File: config.mk
export PLATFORM = sky130hd
export DESIGN_NAME = sat_top
export DESIGN_NICKNAME = d
export VERILOG_FILES = /design/src/sat_pkg.sv /design/src/sat_bmc.sv /design/src/sat_queue.sv /design/src/sat_top.sv
export SDC_FILE = /design/constraint.sdc
export NUM_CORES = 2
export LEC_CHECK = 0
export BUFFER_PORTS_ARGS = -buffer_cell sky130_fd_sc_hd__buf_4
export CORE_ASPECT_RATIO = 0.8
export CORE_UTILIZATION = 42
export CTS_CLUSTER_DIAMETER = 50
export DETAILED_ROUTE_END_ITERATION = 8
export SYNTH_ARGS = -nofsm -noshare
export SYNTH_HDL_FRONTEND = slang
export SYNTH_SLANG_ARGS = --single-unit
File: constraint.sdc
create_clock -name aclk -period 7.9 [get_ports aclk]
set_input_delay 0.395 -clock aclk [delete_from_list [all_inputs] [get_ports aclk]]
set_output_delay 0.395 -clock aclk [all_outputs]
set_load 0.03 [all_outputs]
File: src/sat_pkg.sv
/*
   Shared constants for the scheduled action and time sync block: register map, field bits,
   reset values, bus responses, timing constants and the servo state type.
   Assumes a 32-bit AXI4-Lite register bus and a 125 MHz clock.
*/
package sat_pkg;
   localparam int          ADDR_W          = 8;
   localparam int          MAC_W           = 48;
   localparam int          ACC_W           = 8;
   localparam int          TS_W            = 64;
   localparam int          QUEUE_DEPTH_DEF = 4;
   localparam logic [7:0]  OFS_CTRL        = 8'h00;
   localparam logic [7:0]  OFS_STATUS      = 8'h04;
   localparam logic [7:0]  OFS_DEV_KEY     = 8'h08;
   localparam logic [7:0]  OFS_GRP_KEY     = 8'h0c;
   localparam logic [7:0]  OFS_GRP_MASK    = 8'h10;
   localparam logic [7:0]  OFS_SLOT_SEL    = 8'h14;
   localparam logic [7:0]  OFS_QUEUE_DEPTH = 8'h18;
   localparam logic [7:0]  OFS_CLK_ACC     = 8'h1c;
   localparam logic [7:0]  OFS_MAC_LO      = 8'h20;
   localparam logic [7:0]  OFS_MAC_HI      = 8'h24;
   localparam logic [7:0]  OFS_OFFSET      = 8'h28;
   localparam logic [7:0]  OFS_DELAY       = 8'h2c;
   localparam logic [7:0]  OFS_TIME_LO     = 8'h30;
   localparam logic [7:0]  OFS_TIME_HI     = 8'h34;
   localparam int          CTRL_PTE_BIT    = 0;
   localparam int          ST_SYNC_BIT     = 0;
   localparam int          ST_MASTER_BIT   = 1;
   localparam int          ST_QFULL_BIT    = 2;
   localparam logic [31:0] KEY_RST         = 32'h0000_0000;
   localparam logic [31:0] SLOT_FIXED      = 32'h0000_0000;
   localparam logic [7:0]  CLK_ACC_RST     = 8'hfe;
   localparam logic [47:0] MAC_RST         = 48'h0000_0000_0000;
   localparam logic [1:0]  RESP_OKAY       = 2'b00;
   localparam logic [1:0]  RESP_DECERR     = 2'b11;
   localparam logic [63:0] CLK_PERIOD_NS   = 64'h8;
   localparam longint      SYNC_INTERVAL_NS = 1000000000;
   localparam longint      SYNC_INTERVAL_CYC = SYNC_INTERVAL_NS / 8;
   typedef enum logic [1:0] {SRV_OFF, SRV_MASTER, SRV_ACQUIRE, SRV_LOCKED} sat_srv_t;
endpackage

File: src/sat_bmc.sv
/*
   Best master clock selection: keeps the best foreign clock heard and compares it with the
   local clock. Assumes announce messages arrive already decoded, on the same clock.
*/
`timescale 1ns/100ps
module sat_bmc (
   // Clock and reset.
   input  wire logic                      aclk,
   input  wire logic                      aresetn,
   // Local clock and control.
   input  wire logic                      enable,
   input  wire logic [sat_pkg::ACC_W-1:0] self_acc,
   input  wire logic [sat_pkg::MAC_W-1:0] self_mac,
   // Announce from other clocks.
   input  wire logic                      ann_valid,
   input  wire logic [sat_pkg::ACC_W-1:0] ann_acc,
   input  wire logic [sat_pkg::MAC_W-1:0] ann_mac,
   // Selection result.
   output logic      [sat_pkg::MAC_W-1:0] master_mac,
   output logic                           self_is_master
);
   import sat_pkg::*;
   logic [ACC_W+MAC_W-1:0] best_ff;
   logic [ACC_W+MAC_W-1:0] nxt_best;
   wire  [ACC_W+MAC_W-1:0] ann_rank  = {ann_acc, ann_mac};
   wire  [ACC_W+MAC_W-1:0] self_rank = {self_acc, self_mac};
   wire                    same_src  = ann_mac == best_ff[MAC_W-1:0];
   // Lower accuracy code wins, then the smaller MAC address.
   assign nxt_best = !enable ? '1 :
                     (ann_valid && (ann_rank < best_ff || same_src)) ? ann_rank : best_ff; // RULE_06 RULE_07
   assign self_is_master = self_rank <= best_ff; // RULE_06 RULE_07
   assign master_mac     = self_is_master ? self_mac : best_ff[MAC_W-1:0];
   always_ff @(posedge aclk) begin
      if (!aresetn) best_ff <= '1;
      else best_ff <= nxt_best;
   end
endmodule

File: src/sat_queue.sv
/*
   Scheduled action queue: holds action times in arrival order and fires the head entry when
   local time reaches it. Assumes the caller never pushes while full.
*/
`timescale 1ns/100ps
module sat_queue #(
   parameter int DEPTH = sat_pkg::QUEUE_DEPTH_DEF,
   parameter int TW    = sat_pkg::TS_W
) (
   // Clock and reset.
   input  wire logic                       aclk,
   input  wire logic                       aresetn,
   // Insert side.
   input  wire logic                       push,
   input  wire logic [TW-1:0]              push_ts,
   // Time and firing.
   input  wire logic [TW-1:0]              now,
   output logic                            fire,
   // State.
   output logic      [$clog2(DEPTH+1)-1:0] count,
   output logic                            full
);
   localparam int PW = (DEPTH > 1) ? $clog2(DEPTH) : 1;
   logic [TW-1:0]              mem [DEPTH];
   logic [PW-1:0]              rd_ff;
   logic [PW-1:0]              wr_ff;
   logic [$clog2(DEPTH+1)-1:0] cnt_ff;
   wire                        due  = cnt_ff != '0 && now >= mem[rd_ff]; // RULE_17
   wire  [PW-1:0]              rd_n = (rd_ff == PW'(DEPTH - 1)) ? '0 : rd_ff + 1'b1;
   wire  [PW-1:0]              wr_n = (wr_ff == PW'(DEPTH - 1)) ? '0 : wr_ff + 1'b1;
   assign fire  = due;
   assign count = cnt_ff; // RULE_04
   assign full  = cnt_ff == ($clog2(DEPTH+1))'(DEPTH);
   always_ff @(posedge aclk) begin
      if (push) mem[wr_ff] <= push_ts;
   end
   always_ff @(posedge aclk) begin
      if (!aresetn) begin
         rd_ff  <= '0;
         wr_ff  <= '0;
         cnt_ff <= '0;
      end else begin
         rd_ff  <= due ? rd_n : rd_ff;
         wr_ff  <= push ? wr_n : wr_ff;
         cnt_ff <= cnt_ff + (push ? 1'b1 : 1'b0) - (due ? 1'b1 : 1'b0);
      end
   end
endmodule

File: src/sat_top.sv
/*
   Scheduled action and precise time sync block: AXI4-Lite registers, local time counter,
   delay-request servo, transparent clock correction and action command filtering.
   Assumes decoded network messages arrive on the same clock as pulses with their fields.
*/
// The implementer's own choices: the address map and register access over AXI4-Lite.
// Contract
// RULE_01: Act only when the command group key equals group_match_key.
// RULE_02: Act only when group masks share at least one set bit of 32.
// RULE_03: Action slot select holds one slot, fixed at index zero.
// RULE_04: Queue depth of scheduled actions is readable.
// RULE_05: Time sync follows precision time protocol version 2 of 2008.
// RULE_06: Best master clock picks the most accurate clock and follows it.
// RULE_07: Equal accuracy: smallest MAC address becomes master.
// RULE_08: Works as end-to-end transparent clock for residence correction.
// RULE_09: Master and slave exchange timestamped messages for delay measurement.
// RULE_10: Path delay derived from the exchanged timestamps.
// RULE_11: Detected offset from master adjusts the local clock.
// RULE_12: Synchronisation repeats periodically to remove drift.
// RULE_13: Sync starts only after precise_time_enable is set.
// RULE_14: Action commands accepted only after sync completes.
// RULE_15: Each accepted broadcast action command starts an exposure.
// RULE_16: Command without time executes on arrival.
// RULE_17: Timed command is queued and fires when local time reaches it.
// RULE_18: Device key mismatch silently drops the command, checked first.
// RULE_19: Full queue drops further timed commands, no overwrite.
`timescale 1ns/100ps
module sat_top #(
   parameter longint SYNC_INTERVAL_CYC = sat_pkg::SYNC_INTERVAL_CYC,
   parameter int     QUEUE_DEPTH       = sat_pkg::QUEUE_DEPTH_DEF
) (
   // Clock and reset.
   input  wire logic                       aclk,
   input  wire logic                       aresetn,
   // AXI4-Lite write address and data.
   input  wire logic                       s_axi_awvalid,
   output logic                            s_axi_awready,
   input  wire logic [sat_pkg::ADDR_W-1:0] s_axi_awaddr,
   input  wire logic                       s_axi_wvalid,
   output logic                            s_axi_wready,
   input  wire logic [31:0]                s_axi_wdata,
   input  wire logic [3:0]                 s_axi_wstrb,
   // AXI4-Lite write response.
   output logic                            s_axi_bvalid,
   input  wire logic                       s_axi_bready,
   output logic      [1:0]                 s_axi_bresp,
   // AXI4-Lite read.
   input  wire logic                       s_axi_arvalid,
   output logic                            s_axi_arready,
   input  wire logic [sat_pkg::ADDR_W-1:0] s_axi_araddr,
   output logic                            s_axi_rvalid,
   input  wire logic                       s_axi_rready,
   output logic      [31:0]                s_axi_rdata,
   output logic      [1:0]                 s_axi_rresp,
   // Announce messages.
   input  wire logic                       ann_valid,
   input  wire logic [sat_pkg::ACC_W-1:0]  ann_acc,
   input  wire logic [sat_pkg::MAC_W-1:0]  ann_mac,
   // Sync message: master send time and local receive time.
   input  wire logic                       sync_valid,
   input  wire logic [sat_pkg::MAC_W-1:0]  sync_src_mac,
   input  wire logic [sat_pkg::TS_W-1:0]   sync_t1,
   input  wire logic [sat_pkg::TS_W-1:0]   sync_t2,
   // Delay response: local send time and master receive time.
   output logic                            delay_req_start,
   input  wire logic                       dresp_valid,
   input  wire logic [sat_pkg::MAC_W-1:0]  dresp_src_mac,
   input  wire logic [sat_pkg::TS_W-1:0]   dresp_t3,
   input  wire logic [sat_pkg::TS_W-1:0]   dresp_t4,
   // Transparent clock residence correction.
   input  wire logic                       tc_valid,
   input  wire logic [sat_pkg::TS_W-1:0]   tc_ingress_ts,
   input  wire logic [sat_pkg::TS_W-1:0]   tc_egress_ts,
   input  wire logic [sat_pkg::TS_W-1:0]   tc_corr_in,
   output logic                            tc_corr_valid,
   output logic      [sat_pkg::TS_W-1:0]   tc_corr_out,
   // Action commands.
   input  wire logic                       act_valid,
   input  wire logic [31:0]                act_device_key,
   input  wire logic [31:0]                act_group_key,
   input  wire logic [31:0]                act_group_mask,
   input  wire logic                       act_has_time,
   input  wire logic [sat_pkg::TS_W-1:0]   act_time,
   // Exposure and time.
   output logic                            exposure_start,
   output logic      [sat_pkg::TS_W-1:0]   local_time
);
   import sat_pkg::*;

   function automatic logic [31:0] merge(input logic [31:0] old, input logic [31:0] nw,
                                         input logic [3:0] strb);
      logic [31:0] res;
      res = old;
      for (int i = 0; i < 4; i++) begin
         if (strb[i]) res[i*8 +: 8] = nw[i*8 +: 8];
      end
      return res;
   endfunction

   function automatic logic mapped(input logic [ADDR_W-1:0] a);
      return a <= OFS_TIME_HI && a[1:0] == 2'b00;
   endfunction

   localparam int QCW = $clog2(QUEUE_DEPTH + 1);
   localparam int ICW = 40;

   // Bus state.
   logic              aw_hold_ff;
   logic [ADDR_W-1:0] awaddr_ff;
   logic              w_hold_ff;
   logic [31:0]       wdata_ff;
   logic [3:0]        wstrb_ff;
   logic              bvalid_ff;
   logic [1:0]        bresp_ff;
   logic              rvalid_ff;
   logic [31:0]       rdata_ff;
   logic [1:0]        rresp_ff;
   // Configuration registers.
   logic              pte_ff;
   logic [31:0]       dev_key_ff;
   logic [31:0]       grp_key_ff;
   logic [31:0]       grp_mask_ff;
   logic [ACC_W-1:0]  clk_acc_ff;
   logic [MAC_W-1:0]  mac_ff;
   // Time and servo state.
   logic [TS_W-1:0]   time_ff;
   logic [TS_W-1:0]   ms_ff;
   logic              ms_ok_ff;
   logic [TS_W-1:0]   offset_ff;
   logic [TS_W-1:0]   delay_ff;
   logic [ICW-1:0]    ivl_ff;
   logic              dreq_ff;
   sat_srv_t          srv_ff;
   sat_srv_t          nxt_srv;
   logic              tc_valid_ff;
   logic [TS_W-1:0]   tc_corr_ff;
   logic              exp_ff;

   // Register bus handshakes.
   wire aw_take = s_axi_awvalid && s_axi_awready;
   wire w_take  = s_axi_wvalid && s_axi_wready;
   wire wr_do   = aw_hold_ff && w_hold_ff && !bvalid_ff;
   wire ar_take = s_axi_arvalid && s_axi_arready;
   wire wr_hit  = wr_do && mapped(awaddr_ff);
   wire wr_ctrl = wr_hit && awaddr_ff == OFS_CTRL;
   wire wr_dkey = wr_hit && awaddr_ff == OFS_DEV_KEY;
   wire wr_gkey = wr_hit && awaddr_ff == OFS_GRP_KEY;
   wire wr_gmsk = wr_hit && awaddr_ff == OFS_GRP_MASK;
   wire wr_acc  = wr_hit && awaddr_ff == OFS_CLK_ACC;
   wire wr_mlo  = wr_hit && awaddr_ff == OFS_MAC_LO;
   wire wr_mhi  = wr_hit && awaddr_ff == OFS_MAC_HI;
   wire [31:0] mhi_mrg = merge({16'h0, mac_ff[MAC_W-1:32]}, wdata_ff, wstrb_ff);
   assign s_axi_awready = !aw_hold_ff && !bvalid_ff;
   assign s_axi_wready  = !w_hold_ff && !bvalid_ff;
   assign s_axi_arready = !rvalid_ff;
   assign s_axi_bvalid  = bvalid_ff;
   assign s_axi_bresp   = bresp_ff;
   assign s_axi_rvalid  = rvalid_ff;
   assign s_axi_rdata   = rdata_ff;
   assign s_axi_rresp   = rresp_ff;

   // Best master selection and message filtering.
   wire [MAC_W-1:0] master_mac;
   wire             self_master;
   sat_bmc u_bmc (
      .aclk           (aclk),
      .aresetn        (aresetn),
      .enable         (pte_ff),
      .self_acc       (clk_acc_ff),
      .self_mac       (mac_ff),
      .ann_valid      (ann_valid),
      .ann_acc        (ann_acc),
      .ann_mac        (ann_mac),
      .master_mac     (master_mac),
      .self_is_master (self_master)
   );
   wire slave_on  = pte_ff && !self_master; // RULE_13
   wire sync_ok   = slave_on && sync_valid && sync_src_mac == master_mac; // RULE_06 RULE_09
   wire dresp_ok  = slave_on && dresp_valid && dresp_src_mac == master_mac && ms_ok_ff; // RULE_09

   // Offset and path delay from the four timestamps.
   wire [TS_W-1:0] ms_now  = sync_t2 - sync_t1;
   wire [TS_W-1:0] sm_now  = dresp_t4 - dresp_t3;
   wire [TS_W-1:0] ofs_sum = ms_ff - sm_now;
   wire [TS_W-1:0] dly_sum = ms_ff + sm_now;
   wire [TS_W-1:0] ofs_now = {ofs_sum[TS_W-1], ofs_sum[TS_W-1:1]}; // RULE_05 RULE_10
   wire [TS_W-1:0] dly_now = {1'b0, dly_sum[TS_W-1:1]}; // RULE_10
   wire [TS_W-1:0] nxt_time = time_ff + CLK_PERIOD_NS - (dresp_ok ? ofs_now : '0); // RULE_11
   wire            synced  = srv_ff == SRV_LOCKED || srv_ff == SRV_MASTER;
   wire            ivl_end = ivl_ff == ICW'(SYNC_INTERVAL_CYC - 1);

   always_comb begin
      nxt_srv = srv_ff;
      unique case (srv_ff)
         SRV_OFF:     if (pte_ff) nxt_srv = self_master ? SRV_MASTER : SRV_ACQUIRE;
         SRV_MASTER:  if (!pte_ff) nxt_srv = SRV_OFF;
                      else if (!self_master) nxt_srv = SRV_ACQUIRE;
         SRV_ACQUIRE: if (!pte_ff) nxt_srv = SRV_OFF;
                      else if (self_master) nxt_srv = SRV_MASTER;
                      else if (dresp_ok) nxt_srv = SRV_LOCKED;
         SRV_LOCKED:  if (!pte_ff) nxt_srv = SRV_OFF;
                      else if (self_master) nxt_srv = SRV_MASTER;
      endcase
   end

   // Scheduled action queue and command filtering.
   wire            q_fire;
   wire            q_full;
   wire [QCW-1:0]  q_count;
   wire key_ok  = act_device_key == dev_key_ff; // RULE_18
   wire grp_ok  = act_group_key == grp_key_ff; // RULE_01
   wire mask_ok = |(act_group_mask & grp_mask_ff); // RULE_02
   wire accept  = act_valid && synced && key_ok && grp_ok && mask_ok; // RULE_14 RULE_15
   wire fire_now = accept && !act_has_time; // RULE_16
   wire q_push   = accept && act_has_time && !q_full; // RULE_17 RULE_19
   sat_queue #(.DEPTH(QUEUE_DEPTH), .TW(TS_W)) u_queue (
      .aclk    (aclk),
      .aresetn (aresetn),
      .push    (q_push),
      .push_ts (act_time),
      .now     (time_ff),
      .fire    (q_fire),
      .count   (q_count),
      .full    (q_full)
   );

   // Read data selection.
   wire [31:0] status_w = {29'h0, q_full, self_master && pte_ff, synced};
   wire [31:0] rd_mux =
      s_axi_araddr == OFS_CTRL        ? {31'h0, pte_ff} :
      s_axi_araddr == OFS_STATUS      ? status_w :
      s_axi_araddr == OFS_DEV_KEY     ? dev_key_ff :
      s_axi_araddr == OFS_GRP_KEY     ? grp_key_ff :
      s_axi_araddr == OFS_GRP_MASK    ? grp_mask_ff :
      s_axi_araddr == OFS_SLOT_SEL    ? SLOT_FIXED : // RULE_03
      s_axi_araddr == OFS_QUEUE_DEPTH ? 32'(QUEUE_DEPTH) : // RULE_04
      s_axi_araddr == OFS_CLK_ACC     ? {24'h0, clk_acc_ff} :
      s_axi_araddr == OFS_MAC_LO      ? mac_ff[31:0] :
      s_axi_araddr == OFS_MAC_HI      ? {16'h0, mac_ff[MAC_W-1:32]} :
      s_axi_araddr == OFS_OFFSET      ? offset_ff[31:0] :
      s_axi_araddr == OFS_DELAY       ? delay_ff[31:0] :
      s_axi_araddr == OFS_TIME_LO     ? time_ff[31:0] :
      s_axi_araddr == OFS_TIME_HI     ? time_ff[63:32] : 32'h0;

   // Bus channel registers.
   always_ff @(posedge aclk) begin
      if (!aresetn) begin
         aw_hold_ff <= 1'b0;
         w_hold_ff  <= 1'b0;
         bvalid_ff  <= 1'b0;
         rvalid_ff  <= 1'b0;
      end else begin
         aw_hold_ff <= wr_do ? 1'b0 : (aw_hold_ff || aw_take);
         w_hold_ff  <= wr_do ? 1'b0 : (w_hold_ff || w_take);
         bvalid_ff  <= wr_do ? 1'b1 : (bvalid_ff && !s_axi_bready);
         rvalid_ff  <= ar_take ? 1'b1 : (rvalid_ff && !s_axi_rready);
      end
   end

   always_ff @(posedge aclk) begin
      if (!aresetn) begin
         awaddr_ff <= '0;
         wdata_ff  <= 32'h0;
         wstrb_ff  <= 4'h0;
         bresp_ff  <= RESP_OKAY;
         rdata_ff  <= 32'h0;
         rresp_ff  <= RESP_OKAY;
      end else begin
         if (aw_take) awaddr_ff <= s_axi_awaddr;
         if (w_take) wdata_ff <= s_axi_wdata;
         if (w_take) wstrb_ff <= s_axi_wstrb;
         if (wr_do) bresp_ff <= mapped(awaddr_ff) ? RESP_OKAY : RESP_DECERR;
         if (ar_take) rdata_ff <= rd_mux;
         if (ar_take) rresp_ff <= mapped(s_axi_araddr) ? RESP_OKAY : RESP_DECERR;
      end
   end

   // Configuration registers; slot select and queue depth ignore writes.
   always_ff @(posedge aclk) begin
      if (!aresetn) begin
         pte_ff      <= 1'b0;
         dev_key_ff  <= KEY_RST;
         grp_key_ff  <= KEY_RST;
         grp_mask_ff <= KEY_RST;
         clk_acc_ff  <= CLK_ACC_RST;
         mac_ff      <= MAC_RST;
      end else begin
         if (wr_ctrl && wstrb_ff[0]) pte_ff <= wdata_ff[CTRL_PTE_BIT]; // RULE_13
         if (wr_dkey) dev_key_ff <= merge(dev_key_ff, wdata_ff, wstrb_ff);
         if (wr_gkey) grp_key_ff <= merge(grp_key_ff, wdata_ff, wstrb_ff);
         if (wr_gmsk) grp_mask_ff <= merge(grp_mask_ff, wdata_ff, wstrb_ff);
         if (wr_acc && wstrb_ff[0]) clk_acc_ff <= wdata_ff[ACC_W-1:0];
         if (wr_mlo) mac_ff[31:0] <= merge(mac_ff[31:0], wdata_ff, wstrb_ff);
         if (wr_mhi) mac_ff[MAC_W-1:32] <= mhi_mrg[MAC_W-33:0];
      end
   end

   // Local time, servo and periodic delay requests.
   always_ff @(posedge aclk) begin
      if (!aresetn) begin
         time_ff   <= '0;
         ms_ff     <= '0;
         ms_ok_ff  <= 1'b0;
         offset_ff <= '0;
         delay_ff  <= '0;
         ivl_ff    <= '0;
         dreq_ff   <= 1'b0;
         srv_ff    <= SRV_OFF;
      end else begin
         time_ff   <= nxt_time;
         srv_ff    <= nxt_srv;
         if (sync_ok) ms_ff <= ms_now; // RULE_10
         ms_ok_ff  <= slave_on && (ms_ok_ff || sync_ok);
         if (dresp_ok) offset_ff <= ofs_now; // RULE_11
         if (dresp_ok) delay_ff <= dly_now; // RULE_10
         ivl_ff    <= (!slave_on || ivl_end) ? '0 : ivl_ff + 1'b1; // RULE_12
         dreq_ff   <= slave_on && ms_ok_ff && ivl_end; // RULE_12
      end
   end
   assign delay_req_start = dreq_ff;
   assign local_time      = time_ff;

   // Transparent clock correction and exposure start.
   always_ff @(posedge aclk) begin
      if (!aresetn) begin
         tc_valid_ff <= 1'b0;
         tc_corr_ff  <= '0;
         exp_ff      <= 1'b0;
      end else begin
         tc_valid_ff <= tc_valid && pte_ff; // RULE_08
         if (tc_valid) tc_corr_ff <= tc_corr_in + (tc_egress_ts - tc_ingress_ts); // RULE_08
         exp_ff      <= fire_now || q_fire; // RULE_15 RULE_16 RULE_17
      end
   end
   assign tc_corr_valid  = tc_valid_ff;
   assign tc_corr_out    = tc_corr_ff;
   assign exposure_start = exp_ff;
endmodule

==> out/metrics.yaml <==
setup_path:
  cp_max_fo: 46
  reg2reg_depth: 34
  critPathLaunchType: "flip-flop"
  worstSetupPathType: "reg -> reg"
  arrival_ns: 8.39
  cpPeakStageDelay_ns: 0.45
  required_ns: 8.55
  crit_slowest_cell: "and4_4"
  end_kind: "flip-flop"
  r2r_slack_ns: 0.16
  path_buf_inv: 5
  crit_path_frequent_cell: "a21o_1"
  crit_family: "compound AO/OA/AOI/OAI gates"
  critical_path_depth: 34
global_routing:
  grt_util_all_layers_pct: 36.3
  antenna_found_initial: 23
  grt_pass1_wl_um: 387000
  grt_start_max_net_pins: 170
  grt-ovfl-total: 0
  grt_pass1_vias: 57910
drt:
  dr.pass1.iters: 6
  wl_um: 271000
  post_drt_wl_per_cell_um: 25.3
  via_count: 60030
  route.detailed.drc: 0
  vias_per_cell: 5.60
  ant_nets: 0
  drtIter0Drc: 5904
sta:
  fin_crit_sh_pct: 98.0
  setup_viol: 0
  worst_pin_slew_ns: 1.09
  max_freq_mhz: 129
  finalHoldViolations: 0
  maxSlewHeadroom_pct: 26.6
  maxSlewViolCount: 0
  setup_ws_ns: 0.159
  skew_ns: 0.0682
  min_period_ns: 7.74
  grt_setup_unrepaired: "true"
place:
  placed_cell_area_um2: 74900
  numPortBuffers: 996
  dp_cells: 10314
  pre_cts_ws_ns: -0.931
  dp_hpwl_um: 222000
  place_congestion: 1.04
yosys:
  synthAdderAreaFrac_pct: 14.7
  synth_seq_area_share_pct: 32.9
  yosys.area_share.simple_pct: 15.6
  syn_inst: 6932
  synth_top_family_by_area: "compound AO/OA/AOI/OAI gates"
  async_reset_ff_share_pct: 0
  synth_top_cell_by_area: "dfxtp_1"
  synth_seq_cells: 858
  ys.flop_type: "dfxtp_1"
  synth_top_area_share_pct: 20.1
  ys_warn_count: 0
  synth-xor-area-share_pct: 6.36
  synth_nets: 8419
  synth_edf_count: 256
  synth_area_um2: 60000
  syn_area_per_cell_um2: 8.66
  ys_top_cells_by_area: "dfxtp_1 20%, edfxtp_1 13%, ha_1 12%"
  ys_types: 88
  synthMuxAreaShare_pct: 5.50
  synth-compound-area-share_pct: 19.0
power:
  ir_worst_vdd_uv: 201
  p_leak_uw: 0.0380
  p_per_area_nw_per_um2: 224
final_layout:
  fin_nets: 10229
  layout.cells.non_filler: 10714
  area_growth_pct: 35.0
  drive_above_1_share_pct: 25.0
  final_common_cell: "buf_4"
  layout_common_cells: "1774 x buf_4, 693 x inv_1, 663 x nand2_1, 612 x a21oi_1, 598 x dfxtp_1"
  finalInstanceArea_um2: 81000
run_status:
  status: "completed"
run:
  cap_viol_max_count: 0
floorplanning:
  ioPinCount: 997
  die_y_um: 340
  initial_core_util_pct: 42.5
  fp.dieW_um: 425
  rows: 123
  design.core.area_um2: 141000
  dieArea_um2: 144000
clock_tree:
  tritoncts: "done"
  cts.reportedPaths.clkPinSlew_ns: 0.07
  cts_made_buffers: 105
  root_buffer: "clkbuf_16"
  clockBufferDepth: 3
  cts_num_sinks: 858
  htree_levels: 3
  clk_latency_ns: 0.76
min_path:
  hold_depth: 3
  hold_path.class: "in -> reg"
==> kinds of logic (layout without fill, tap and decap cells) <==
group | Yosys count | count (layout)
simple gates | 2013 | 2013
compound gates | 1769 | 1769
mux | 249 | 249
xor+xnor | 434 | 434
fa+ha+maj | 662 | 662
other cells | 0 | 11
buf+inv | 947 | 2843
flops | 858 | 858
==> metrics by stage <==
step                hold WS [ns]  power [uW]  utilization (%)  setup TNS, ns
floorplan                  0.426        9260                -        -0.0679
global placement           0.441       12700             53.0          -8.81
detailed placement         0.447       12800             53.0         -11.52
CTS                     0.000934       17900             56.8              0
global route              0.0295       19000             57.3         -0.228
finish                    0.0440       18200             57.3              0
==> power by group <==
group,internal (uW),switching [uW],leakage (uW)
combinational,3710,4140,0.0291
clock,2740,2210,0.00170
sequential,4760,597,0.00719
==> sequential cells by signal, summed over array words and instances, names as in the netlist, 3 cells and up, named ones only <==
register and cells:
wstrb_ff 4, u_bmc.best_ff 56, ivl_ff 40, u_queue.mem 256, awaddr_ff 8, mac_ff 48, local_time 64, clk_acc_ff 8
grp_mask_ff 32, s_axi_rdata 32, grp_key_ff 32, tc_corr_out 64, delay_ff 32, offset_ff 32, ms_ff 64, wdata_ff 32
u_queue.count 3, dev_key_ff 32
==> synth_stat cells (82+ instances only) <==
cell type and instances:
inv_1 696, nand2_1 666, a21oi_1 630, dfxtp_1 602
ha_1 593, nor2_1 568, edfxtp_1 256, a21o_1 252
xnor2_1 246, o21ai_0 219, clkbuf_1 206, xor2_1 187
mux2i_1 182, nand3_1 177, nand2b_1 118, nand4_1 105
a22oi_1 90, o211ai_1 82
==> path summary, 6_finish.rpt <==
| kind | startpoint | endpoint |
|---|---|---|
| hold reg to reg | offset_ff[17] | offset_ff[17] |
| setup reg to reg | u_bmc.best_ff[33] | local_time[63] |
| setup / recovery | u_bmc.best_ff[33] | local_time[63] |
| hold / removal | s_axi_araddr[6] | s_axi_rresp[0] |
==> layout make-up <==
class / count / area (um^2)
clock inverter: 73 / 737
fill: 13167 / 60300
inverter: 697 / 2620
sequential: 858 / 19700
clock buffer: 120 / 2760
multi-input combinational: 5127 / 37600
tap: 1875 / 2350
timing repair buffer: 1953 / 15200
antenna: 11 / 27.5
==> worst register-to-register path, delay by kind of cell (launching register included) <==
family / cells / cell delay (ns)
multiplexers: 1 / 0.20
AO/OA/AOI/OAI: 17 / 3.09
XOR/XNOR: 2 / 0.48
adder cells (fa/ha/maj): 3 / 0.97
buffers and inverters: 5 / 0.90
AND/OR/NAND/NOR: 6 / 1.67
flip-flops: 1 / 0.33
==> layer usage <==
metal | wire [um] | vias up | track usage [%] | part of all wire, %
met2 | 116000 | 2674 | 55.0 | 43
met3 | 20800 | 531 | 6.01 | 7.7
met1 | 121000 | 28543 | 50.5 | 45
met5 | 47 | - | 0.131 | 0.017
li1 | - | 28276 | - | -
met4 | 13900 | 6 | 16.0 | 5.1
==> timing repair <==
item	CTS	global route
gates resized for setup	44	111
hold buffers	170	0
pin swaps	16	72
buffers inserted	8	18
hold endpoints to repair	361	0
endpoints found under the setup margin	18	20
(Power assumes the default switching activity.)
